File: config.mk
export PLATFORM = sky130hd
export DESIGN_NAME = itsf_status
export DESIGN_NICKNAME = d
export VERILOG_FILES = /design/src/common/itsf_pkg.sv /design/src/design/itsf_status.sv
export VERILOG_INCLUDE_DIRS = /design/src /design/src/common
export SDC_FILE = /design/constraint.sdc
export NUM_CORES = 1
export LEC_CHECK = 0
export BUFFER_PORTS_ARGS = -buffer_cell sky130_fd_sc_hd__buf_4
export CAP_MARGIN = 20
export CORE_UTILIZATION = 30
export DETAILED_ROUTE_END_ITERATION = 8
export MAX_ROUTING_LAYER = met4
export PLACE_DENSITY = 0.6
export SETUP_SLACK_MARGIN = 0.05
export SLEW_MARGIN = 30
export SYNTH_ARGS = -nofsm -noshare
export SYNTH_HDL_FRONTEND = slang
export SYNTH_SLANG_ARGS = --single-unit
File: constraint.sdc
create_clock -name clk -period 3.25 [get_ports clk]
set_input_delay 0.325 -clock clk [delete_from_list [all_inputs] [get_ports clk]]
set_output_delay 0.325 -clock clk [all_outputs]
set_load 0.1 [all_outputs]
File: src/common/itsf_regs.svh
// Register map, field positions and timing counts of the status flags
//
// Overview of operation
// - Alert flag set by alert events; write 0 clears
// - SMBus clock low 25 ms sets timeout
// - Checksum mismatch sets flag and forces NACK
// - No stretch, receiving unread byte: overrun
// - No stretch, transmit empty register: underrun
// - Missing acknowledge sets sticky ack error
// - Arbitration loss sets flag, back to slave
// - Misplaced START or STOP sets bus error
// - Byte to shifter sets empty; write clears
// - Both empty: write keeps empty flag set
// - Byte to data register sets full; read clears
// - Full plus complete: read keeps full set
// - Slave STOP flag; status read, control write
// - Header flag; status read, data write clears
// - Stretching: complete flag on stalled byte
// - Complete cleared by sequence, START/STOP, disable
// - Address flag; status then second status read
// - Start flag; status read, data write clears
// - Error interrupt on any error flag
// - Event interrupt; buffer flags need buffer enable
`ifndef ITSF_REGS_SVH
`define ITSF_REGS_SVH

// ----------------------------------------------------------------
// Byte offsets
// ----------------------------------------------------------------
`define ITSF_CTL0_OFS 8'h00
`define ITSF_CTL1_OFS 8'h04
`define ITSF_DATA_OFS 8'h10
`define ITSF_STAT0_OFS 8'h14
`define ITSF_STAT1_OFS 8'h18

// ----------------------------------------------------------------
// Field positions
// ----------------------------------------------------------------
`define ITSF_C0_EN 0
`define ITSF_C0_SMB 1
`define ITSF_C0_HOST 3
`define ITSF_C0_NOSTR 7
`define ITSF_C0_ACK 10
`define ITSF_C1_ERROR_IRQ_ENABLE 8
`define ITSF_C1_EVENT_IRQ_ENABLE 9
`define ITSF_C1_BUFFER_IRQ_ENABLE 10
`define ITSF_S0_ALT 15
`define ITSF_S0_TO 14
`define ITSF_S0_PEC 12
`define ITSF_S0_OU 11
`define ITSF_S0_ACK_ERROR_FLAG 10
`define ITSF_S0_ARB 9
`define ITSF_S0_BUS_ERROR_FLAG 8
`define ITSF_S0_TBE 7
`define ITSF_S0_RBF 6
`define ITSF_S0_STP 4
`define ITSF_S0_HDR 3
`define ITSF_S0_BTC 2
`define ITSF_S0_ADR 1
`define ITSF_S0_SB 0
`define ITSF_S1_MST 0
`define ITSF_S1_BSY 1
`define ITSF_S1_TR 2

// ----------------------------------------------------------------
// Writable masks and reset values
// ----------------------------------------------------------------
`define ITSF_CTL0_MASK 16'h048B
`define ITSF_CTL1_MASK 16'h0700
`define ITSF_CTL_RST 16'h0000
`define ITSF_W0C_MASK 16'hDF00

// ----------------------------------------------------------------
// Timing
// ----------------------------------------------------------------
`define ITSF_TIMEOUT_MS 25
`define ITSF_CLK_KHZ 50000
`define ITSF_TO_W 21

`endif

File: src/common/itsf_pkg.sv
// Types shared by the status flag block
package itsf_pkg;

	// APB request from the master
	typedef struct packed {
		logic psel;
		logic penable;
		logic pwrite;
		logic [7:0] paddr;
		logic [31:0] pwdata;
	} itsf_apb_type;

	// One-cycle event pulses from the shift engine
	typedef struct packed {
		logic startSent;
		logic stopSent;
		logic addrAcked;
		logic addrMatch;
		logic headerSent;
		logic stopSeen;
		logic arbLost;
		logic busErr;
		logic ackMissing;
		logic pecMismatch;
		logic alertAddrRcvd;
		logic alertSeen;
		logic rxByteDone;
		logic txShiftDone;
	} itsf_evt_type;

	// Bus levels seen by the shift engine
	typedef struct packed {
		logic sclLow;
		logic alertLineLow;
		logic isMaster;
		logic isTransmitter;
		logic busBusy;
	} itsf_line_type;

endpackage : itsf_pkg

File: src/design/itsf_status.sv
// APB-reached status flag logic of a two-wire bus controller
//
// Decided for this implementation: the address map and the APB interface to the registers.
`timescale 1ns/1ps
`include "itsf_regs.svh"

module itsf_status #(
	parameter int TIMEOUT_CYCLES = `ITSF_TIMEOUT_MS * `ITSF_CLK_KHZ
) (
	// Clock, reset, enable
	input wire logic clk,
	input wire logic sys_rst,
	input wire logic ce,
	// APB slave
	input itsf_pkg::itsf_apb_type apb,
	output logic pready,
	output logic pslverr,
	output logic [31:0] prdata,
	// Shift engine
	input itsf_pkg::itsf_evt_type evt,
	input itsf_pkg::itsf_line_type lines,
	input wire logic [7:0] rxByte,
	output logic [7:0] txByte,
	output logic txLoad,
	output logic ackEnable,
	output logic forceNack,
	output logic toSlave,
	output logic periphEnable,
	// Interrupts
	output logic errIrq,
	output logic evIrq
);
	import itsf_pkg::*;

	// ----------------------------------------------------------------
	// State
	// ----------------------------------------------------------------
	typedef struct packed {
		logic pready;
		logic pslverr;
		logic [31:0] prdata;
		logic [15:0] ctl0;
		logic [15:0] ctl1;
		logic [15:0] stat;
		logic [7:0] dataReg;
		logic dataFull;
		logic [7:0] shiftByte;
		logic shiftFull;
		logic txBusy;
		logic statRead;
		logic [`ITSF_TO_W-1:0] toCnt;
		logic [7:0] txByte;
		logic txLoad;
		logic forceNack;
		logic toSlave;
		logic errIrq;
		logic evIrq;
	} itsf_state_type;

	itsf_state_type st_r;
	itsf_state_type st_nxt;

	logic setup;
	logic access;
	logic wr;
	logic rd;
	logic mapped;
	logic noStretch;
	logic [15:0] s;

	// Setup and completing access phase; slave answers with no wait
	assign setup = apb.psel & ~apb.penable;
	assign access = apb.psel & apb.penable & st_r.pready;
	assign wr = access & apb.pwrite;
	assign rd = access & ~apb.pwrite;
	assign noStretch = st_r.ctl0[`ITSF_C0_NOSTR];
	assign mapped = (apb.paddr == `ITSF_CTL0_OFS) ||
		(apb.paddr == `ITSF_CTL1_OFS) ||
		(apb.paddr == `ITSF_DATA_OFS) ||
		(apb.paddr == `ITSF_STAT0_OFS) ||
		(apb.paddr == `ITSF_STAT1_OFS);

	// ----------------------------------------------------------------
	// Next state
	// ----------------------------------------------------------------
	always_comb begin
		st_nxt = st_r;
		s = st_r.stat;
		st_nxt.txLoad = 1'b0;
		st_nxt.toSlave = 1'b0;
		st_nxt.pready = setup;
		st_nxt.pslverr = setup & ~mapped;

		// Read data latched at setup, held through the access phase
		if (setup) begin
			st_nxt.prdata = 32'h0000_0000;
			case (apb.paddr)
				`ITSF_CTL0_OFS: st_nxt.prdata[15:0] = st_r.ctl0;
				`ITSF_CTL1_OFS: st_nxt.prdata[15:0] = st_r.ctl1;
				`ITSF_DATA_OFS: st_nxt.prdata[7:0] = st_r.dataReg;
				`ITSF_STAT0_OFS: st_nxt.prdata[15:0] = st_r.stat;
				`ITSF_STAT1_OFS: begin
					st_nxt.prdata[`ITSF_S1_MST] = lines.isMaster;
					st_nxt.prdata[`ITSF_S1_BSY] = lines.busBusy;
					st_nxt.prdata[`ITSF_S1_TR] = lines.isTransmitter;
				end
				default: st_nxt.prdata = 32'h0000_0000;
			endcase
		end

		// Software clears: write 0 clears, write 1 keeps
		if (wr && apb.paddr == `ITSF_STAT0_OFS) begin
			s = s & (apb.pwdata[15:0] | ~`ITSF_W0C_MASK);
		end
		if (wr && apb.paddr == `ITSF_CTL0_OFS) begin
			st_nxt.ctl0 = apb.pwdata[15:0] & `ITSF_CTL0_MASK;
			if (st_r.statRead) begin
				s[`ITSF_S0_STP] = 1'b0;
			end
		end
		if (wr && apb.paddr == `ITSF_CTL1_OFS) begin
			st_nxt.ctl1 = apb.pwdata[15:0] & `ITSF_CTL1_MASK;
		end

		// Read-sequence clears keyed on a prior status read
		if (access && apb.paddr == `ITSF_DATA_OFS && st_r.statRead) begin
			s[`ITSF_S0_BTC] = 1'b0;
			if (apb.pwrite) begin
				s[`ITSF_S0_HDR] = 1'b0;
				s[`ITSF_S0_SB] = 1'b0;
			end
		end
		if (rd && apb.paddr == `ITSF_STAT1_OFS && st_r.statRead) begin
			s[`ITSF_S0_ADR] = 1'b0;
		end
		if (access) begin
			st_nxt.statRead = ~apb.pwrite &&
				(apb.paddr == `ITSF_STAT0_OFS);
		end

		// Software writes the data register
		if (wr && apb.paddr == `ITSF_DATA_OFS) begin
			if (lines.isTransmitter && !st_r.txBusy && !st_r.dataFull) begin
				// Straight into the shifter, buffer stays empty
				st_nxt.txByte = apb.pwdata[7:0];
				st_nxt.txLoad = 1'b1;
				st_nxt.txBusy = 1'b1;
				s[`ITSF_S0_TBE] = 1'b1;
			end else begin
				st_nxt.dataReg = apb.pwdata[7:0];
				st_nxt.dataFull = 1'b1;
				s[`ITSF_S0_TBE] = 1'b0;
			end
		end

		// Software reads the data register
		if (rd && apb.paddr == `ITSF_DATA_OFS && !lines.isTransmitter) begin
			if (st_r.shiftFull) begin
				// Pending byte follows at once, full flag stays
				st_nxt.dataReg = st_r.shiftByte;
				st_nxt.shiftFull = 1'b0;
				s[`ITSF_S0_RBF] = 1'b1;
			end else begin
				st_nxt.dataFull = 1'b0;
				s[`ITSF_S0_RBF] = 1'b0;
			end
		end

		// Receive path; hardware set wins over a same-cycle clear
		if (evt.rxByteDone) begin
			if (!st_nxt.dataFull || !st_r.dataFull) begin
				st_nxt.dataReg = rxByte;
				st_nxt.dataFull = 1'b1;
				s[`ITSF_S0_RBF] = 1'b1;
			end else if (noStretch) begin
				s[`ITSF_S0_OU] = 1'b1;
			end else begin
				st_nxt.shiftByte = rxByte;
				st_nxt.shiftFull = 1'b1;
				s[`ITSF_S0_BTC] = 1'b1;
			end
		end

		// Transmit path: shifter drained, refill from data register
		if (evt.txShiftDone) begin
			st_nxt.txBusy = 1'b0;
			if (st_r.dataFull) begin
				st_nxt.txByte = st_r.dataReg;
				st_nxt.txLoad = 1'b1;
				st_nxt.txBusy = 1'b1;
				st_nxt.dataFull = 1'b0;
				s[`ITSF_S0_TBE] = 1'b1;
			end else if (noStretch) begin
				s[`ITSF_S0_OU] = 1'b1;
			end else begin
				s[`ITSF_S0_BTC] = 1'b1;
			end
		end

		// Hardware clears of the completion flag
		if (evt.startSent || evt.stopSent ||
			!st_r.ctl0[`ITSF_C0_EN]) begin
			s[`ITSF_S0_BTC] = 1'b0;
		end

		// Bus events
		if (evt.startSent && lines.isMaster) begin
			s[`ITSF_S0_SB] = 1'b1;
		end
		if ((evt.addrAcked && lines.isMaster) ||
			(evt.addrMatch && !lines.isMaster)) begin
			s[`ITSF_S0_ADR] = 1'b1;
		end
		if (evt.headerSent && lines.isMaster) begin
			s[`ITSF_S0_HDR] = 1'b1;
		end
		if (evt.stopSeen && !lines.isMaster) begin
			s[`ITSF_S0_STP] = 1'b1;
		end
		if (evt.arbLost) begin
			s[`ITSF_S0_ARB] = 1'b1;
			st_nxt.toSlave = 1'b1;
		end
		if (evt.busErr) begin
			s[`ITSF_S0_BUS_ERROR_FLAG] = 1'b1;
		end
		if (evt.ackMissing) begin
			s[`ITSF_S0_ACK_ERROR_FLAG] = 1'b1;
		end
		if (evt.pecMismatch) begin
			s[`ITSF_S0_PEC] = 1'b1;
		end
		// NACK forced until software clears the checksum error
		st_nxt.forceNack = evt.pecMismatch | s[`ITSF_S0_PEC];
		if ((st_r.ctl0[`ITSF_C0_HOST] && evt.alertSeen) ||
			(!st_r.ctl0[`ITSF_C0_HOST] && lines.alertLineLow &&
			evt.alertAddrRcvd)) begin
			s[`ITSF_S0_ALT] = 1'b1;
		end

		// Clock-low watchdog, fires once per low stretch
		if (st_r.ctl0[`ITSF_C0_SMB] && lines.sclLow) begin
			if (st_r.toCnt == `ITSF_TO_W'(TIMEOUT_CYCLES - 1)) begin
				s[`ITSF_S0_TO] = 1'b1;
			end
			if (st_r.toCnt != `ITSF_TO_W'(TIMEOUT_CYCLES)) begin
				st_nxt.toCnt = st_r.toCnt + `ITSF_TO_W'(1);
			end
		end else begin
			st_nxt.toCnt = '0;
		end

		// Interrupt lines
		st_nxt.errIrq = st_nxt.ctl1[`ITSF_C1_ERROR_IRQ_ENABLE] &&
			(|(s & `ITSF_W0C_MASK));
		st_nxt.evIrq = st_nxt.ctl1[`ITSF_C1_EVENT_IRQ_ENABLE] &&
			(s[`ITSF_S0_SB] || s[`ITSF_S0_ADR] || s[`ITSF_S0_HDR] ||
			s[`ITSF_S0_STP] || s[`ITSF_S0_BTC] ||
			(st_nxt.ctl1[`ITSF_C1_BUFFER_IRQ_ENABLE] &&
			(s[`ITSF_S0_TBE] || s[`ITSF_S0_RBF])));

		st_nxt.stat = s & (`ITSF_W0C_MASK | 16'h00DF);
	end

	// ----------------------------------------------------------------
	// Registers; enable low freezes everything
	// ----------------------------------------------------------------
	always_ff @(posedge clk or posedge sys_rst) begin
		if (sys_rst) begin
			st_r <= '0;
		end else if (ce) begin
			st_r <= st_nxt;
		end
	end

	// Outputs straight from flops
	assign pready = st_r.pready;
	assign pslverr = st_r.pslverr;
	assign prdata = st_r.prdata;
	assign txByte = st_r.txByte;
	assign txLoad = st_r.txLoad;
	assign ackEnable = st_r.ctl0[`ITSF_C0_ACK];
	assign forceNack = st_r.forceNack;
	assign toSlave = st_r.toSlave;
	assign periphEnable = st_r.ctl0[`ITSF_C0_EN];
	assign errIrq = st_r.errIrq;
	assign evIrq = st_r.evIrq;

endmodule : itsf_status

==> flow_metrics.py <==
metrics = {
    "worst_setup_path": {
        "cp_top_family": "simple AND/OR/NAND/NOR gates",
        "path_buf_inv": 0,
        "cpMaxStageDelayCell": "and4_1",
        "start_kind": "register",
        "critPathMaxStageDelay_ns": 0.50,
        "reg2reg_depth": 5,
        "crit_arrival_ns": 2.41,
        "cp_cell_sequence": "and4_1 > nand4_2 > mux2i_1 > a211o_1 > a31oi_1",
        "cp-end-kind": "register",
        "cp.required_ns": 3.51,
        "cp_max_fo": 10,
        "path_depth": 5,
        "critPathKind": "register to register",
    },
    "clocking": {
        "path_clk_slew_ns": 0.07,
        "cts_buffer_depth": 2,
        "cts_root_buf": "clkbuf_16",
        "clk_latency_ns": 0.35,
        "post_cts_resized": 0,
        "cts_buffers": 9,
        "post_cts_buffers": 0,
        "cts_tree": "built",
        "clock-sinks": 92,
        "postCtsHoldBufs": 0,
        "h-tree-depth": 3,
    },
    "grt": {
        "grt_pass1_vias": 4135,
        "antenna_found_initial": 0,
        "overflow": 0,
        "grt_max_degree": 49,
        "grt_use_total_pct": 17.0,
        "grt_pass1_wl_um": 22500,
    },
    "power": {
        "comb_power_share_pct": 25.3,
        "seqPwrFrac_pct": 38.9,
        "p_leak_nw": 2.76,
        "p_clk_share_pct": 35.8,
        "p_switching_mw": 1.19,
        "power.internal_mw": 2.29,
        "switching_share_pct": 34.1,
        "power_density_nw_per_um2": 566,
        "peakVddDrop_mv": 0.325,
    },
    "min_path": {
        "hold_class": "input port to async pin",
    },
    "final_layout": {
        "n_antenna_cell": 0,
        "synthToLayoutAreaGrowth_pct": 20.2,
        "utilization_pct": 37.0,
        "drive_gt1_share_pct": 25.9,
        "fillers": 1668,
        "register_area_um2": 2300,
        "fin_nets": 669,
        "instances_no_fill": 819,
        "multi_input_area_um2": 2430,
    },
    "route": {
        "firstDrtPassIters": 5,
        "vias": 4209,
        "avgViaCountPerCell": 5.14,
        "top_layer_used": "met4",
        "ant_nets": 0,
        "wl_met2_um": 6360,
        "wl_met3_um": 1060,
        "drtIter0Drc": 300,
        "wl_met1_um": 6180,
        "wirelength_um": 13900,
        "wl_per_cell_um": 16.9,
        "drc": 0,
    },
    "synthesis": {
        "ys_types": 69,
        "async_flop_share_pct": 100,
        "netlist.area_leader.share_pct": 45.0,
        "yosysWarnings": 0,
        "netlist_area_um2": 5120,
        "ys_ff_latch": 92,
        "yosysMostFrequentCell": "dfrtp_1",
        "yosys-top-cells-count": "dfrtp_1, nand2_1, nor2_1, buf_4, o21ai_0",
        "yosys.area.top_type": "dfrtp_1",
        "synthTopCellsByArea": "dfrtp_1, buf_4, mux2_2",
        "syn_inst": 534,
        "synth_edf_count": 0,
        "synth_top_flop_cell": "dfrtp_1",
        "synth.avg_cell_area_um2": 9.59,
        "ys_seq_area_share_pct": 45.0,
    },
    "floorplan": {
        "fp-row-count": 47,
        "die_area_um2": 17600,
        "dieHeight_um": 133,
        "fp.dieW_um": 133,
        "initial_core_util_pct": 30.8,
        "core_um2": 16600,
        "ios": 122,
    },
    "timing": {
        "period_minus_slack_ns": 2.15,
        "rsz0062_at_grt": "false",
        "maxClockFrequency_mhz": 465,
        "finalSetupTns_ns": 0,
        "finalSetupViolations": 0,
        "fin_hold_ws_ns": 0.0737,
        "slew_violations": 0,
        "hold_viol_final": 0,
        "relSlewSlack_pct": 40.7,
        "fin_worst_skew_ns": 0.00897,
        "post-route-period-util_pct": 66.2,
        "worstMarginPinSlew_ns": 0.883,
    },
    "placement": {
        "gp_congestion": 0.829,
        "place_hpwl_um": 10100,
        "numPlacedInstances": 803,
        "portBuffers": 87,
    },
    "status": {
        "status": "complete, no violations",
    },
    "run": {
        "cap_violations": 0,
    },
}
## flip-flops by register name, indices dropped and copies added, names as in the netlist
signal / flops
ackEnable: 1
errIrq: 1
evIrq: 1
forceNack: 1
noStretch: 1
periphEnable: 1
prdata: 15
pready: 1
pslverr: 1
st_r: 59
toSlave: 1
txByte: 8
txLoad: 1
## layer usage
layer	GRT usage [%]	vias up
li1	-	1997
met1	21.5	2072
met2	24.7	122
met3	5.94	18
met4	6.39	0
met5	-	-
## final cells by class
cell class | count | area share, %
Clock buffer | 11 | 4.10
Clock inverter | 5 | 1.75
Inverter | 11 | 0.711
Multi-Input combinational cell | 382 | 39.4
Sequential cell | 92 | 37.4
Tap cell | 220 | 4.47
Timing Repair Buffer | 98 | 12.2
## cells by family (layout without fill, tap and decap cells)
kind of cell / after synthesis / in the layout / share of synthesized area [%]
AOI/OAI and AO/OA: 124 / 124 / 16.3
xor gates and xnor gates: 14 / 14 / 2.39
adders and majority gates: 2 / 2 / 0.489
buffers and inverters: 76 / 125 / 8.94
DFF: 92 / 92 / 45.0
muxes: 31 / 31 / 6.55
other: 1 / 17 / 0.0732
and+or+nand+nor: 194 / 194 / 20.3
## power by group through the flow
stage | clock, mW | combinational [mW] | sequential (mW)
after floorplan | 0 | 0.708 | 1.39
after global placement | 0 | 0.873 | 1.37
after detailed placement | 0 | 0.883 | 1.37
after CTS | 1.28 | 0.885 | 1.35
after global routing | 1.33 | 0.930 | 1.37
final | 1.25 | 0.882 | 1.36
## worst paths after layout
path | endpoint | from | slack [ns]
worst min-delay path | st_r[44] | sys_rst | 0.07
min in group clk | st_r[64] | evt[5] | 0.19
worst max-delay path | st_r[51] | pready | 1.10
worst min register to register | prdata[5] | prdata[5] | 0.48
worst max register to register | st_r[51] | pready | 1.10
max in group asynchronous | forceNack | sys_rst | 2.50
## cell usage in the layout, fill, tap and decap left out, types with 5 or more instances in the layout
master and count:
dfrtp_1 92, nand3_1 11, buf_4 97, nor2_1 53, nand4_1 14, and3_1 6, a211o_1 8, conb_1 17
xnor2_1 7, mux2i_1 11, a21o_1 5, clkbuf_16 9, nand2_1 59, and2_1 5, inv_1 10, nor4b_1 6
o22ai_1 8, mux2_2 20, nor3_1 5, xor2_1 7, a22oi_1 8, a31oi_1 12, o21ai_0 35, a21oi_1 20
## through the flow
step / power (mW) / setup slack, ns / cell area (um^2)
after floorplan: 2.10 / 0.533 / 5180
after global placement: 2.24 / 0.900 / 5800
after detailed placement: 2.26 / 0.889 / 5800
after CTS: 3.52 / 1.12 / 6160
after global routing: 3.63 / 0.958 / 6160
final: 3.48 / 1.10 / 6160
(Power assumes the default switching activity.)
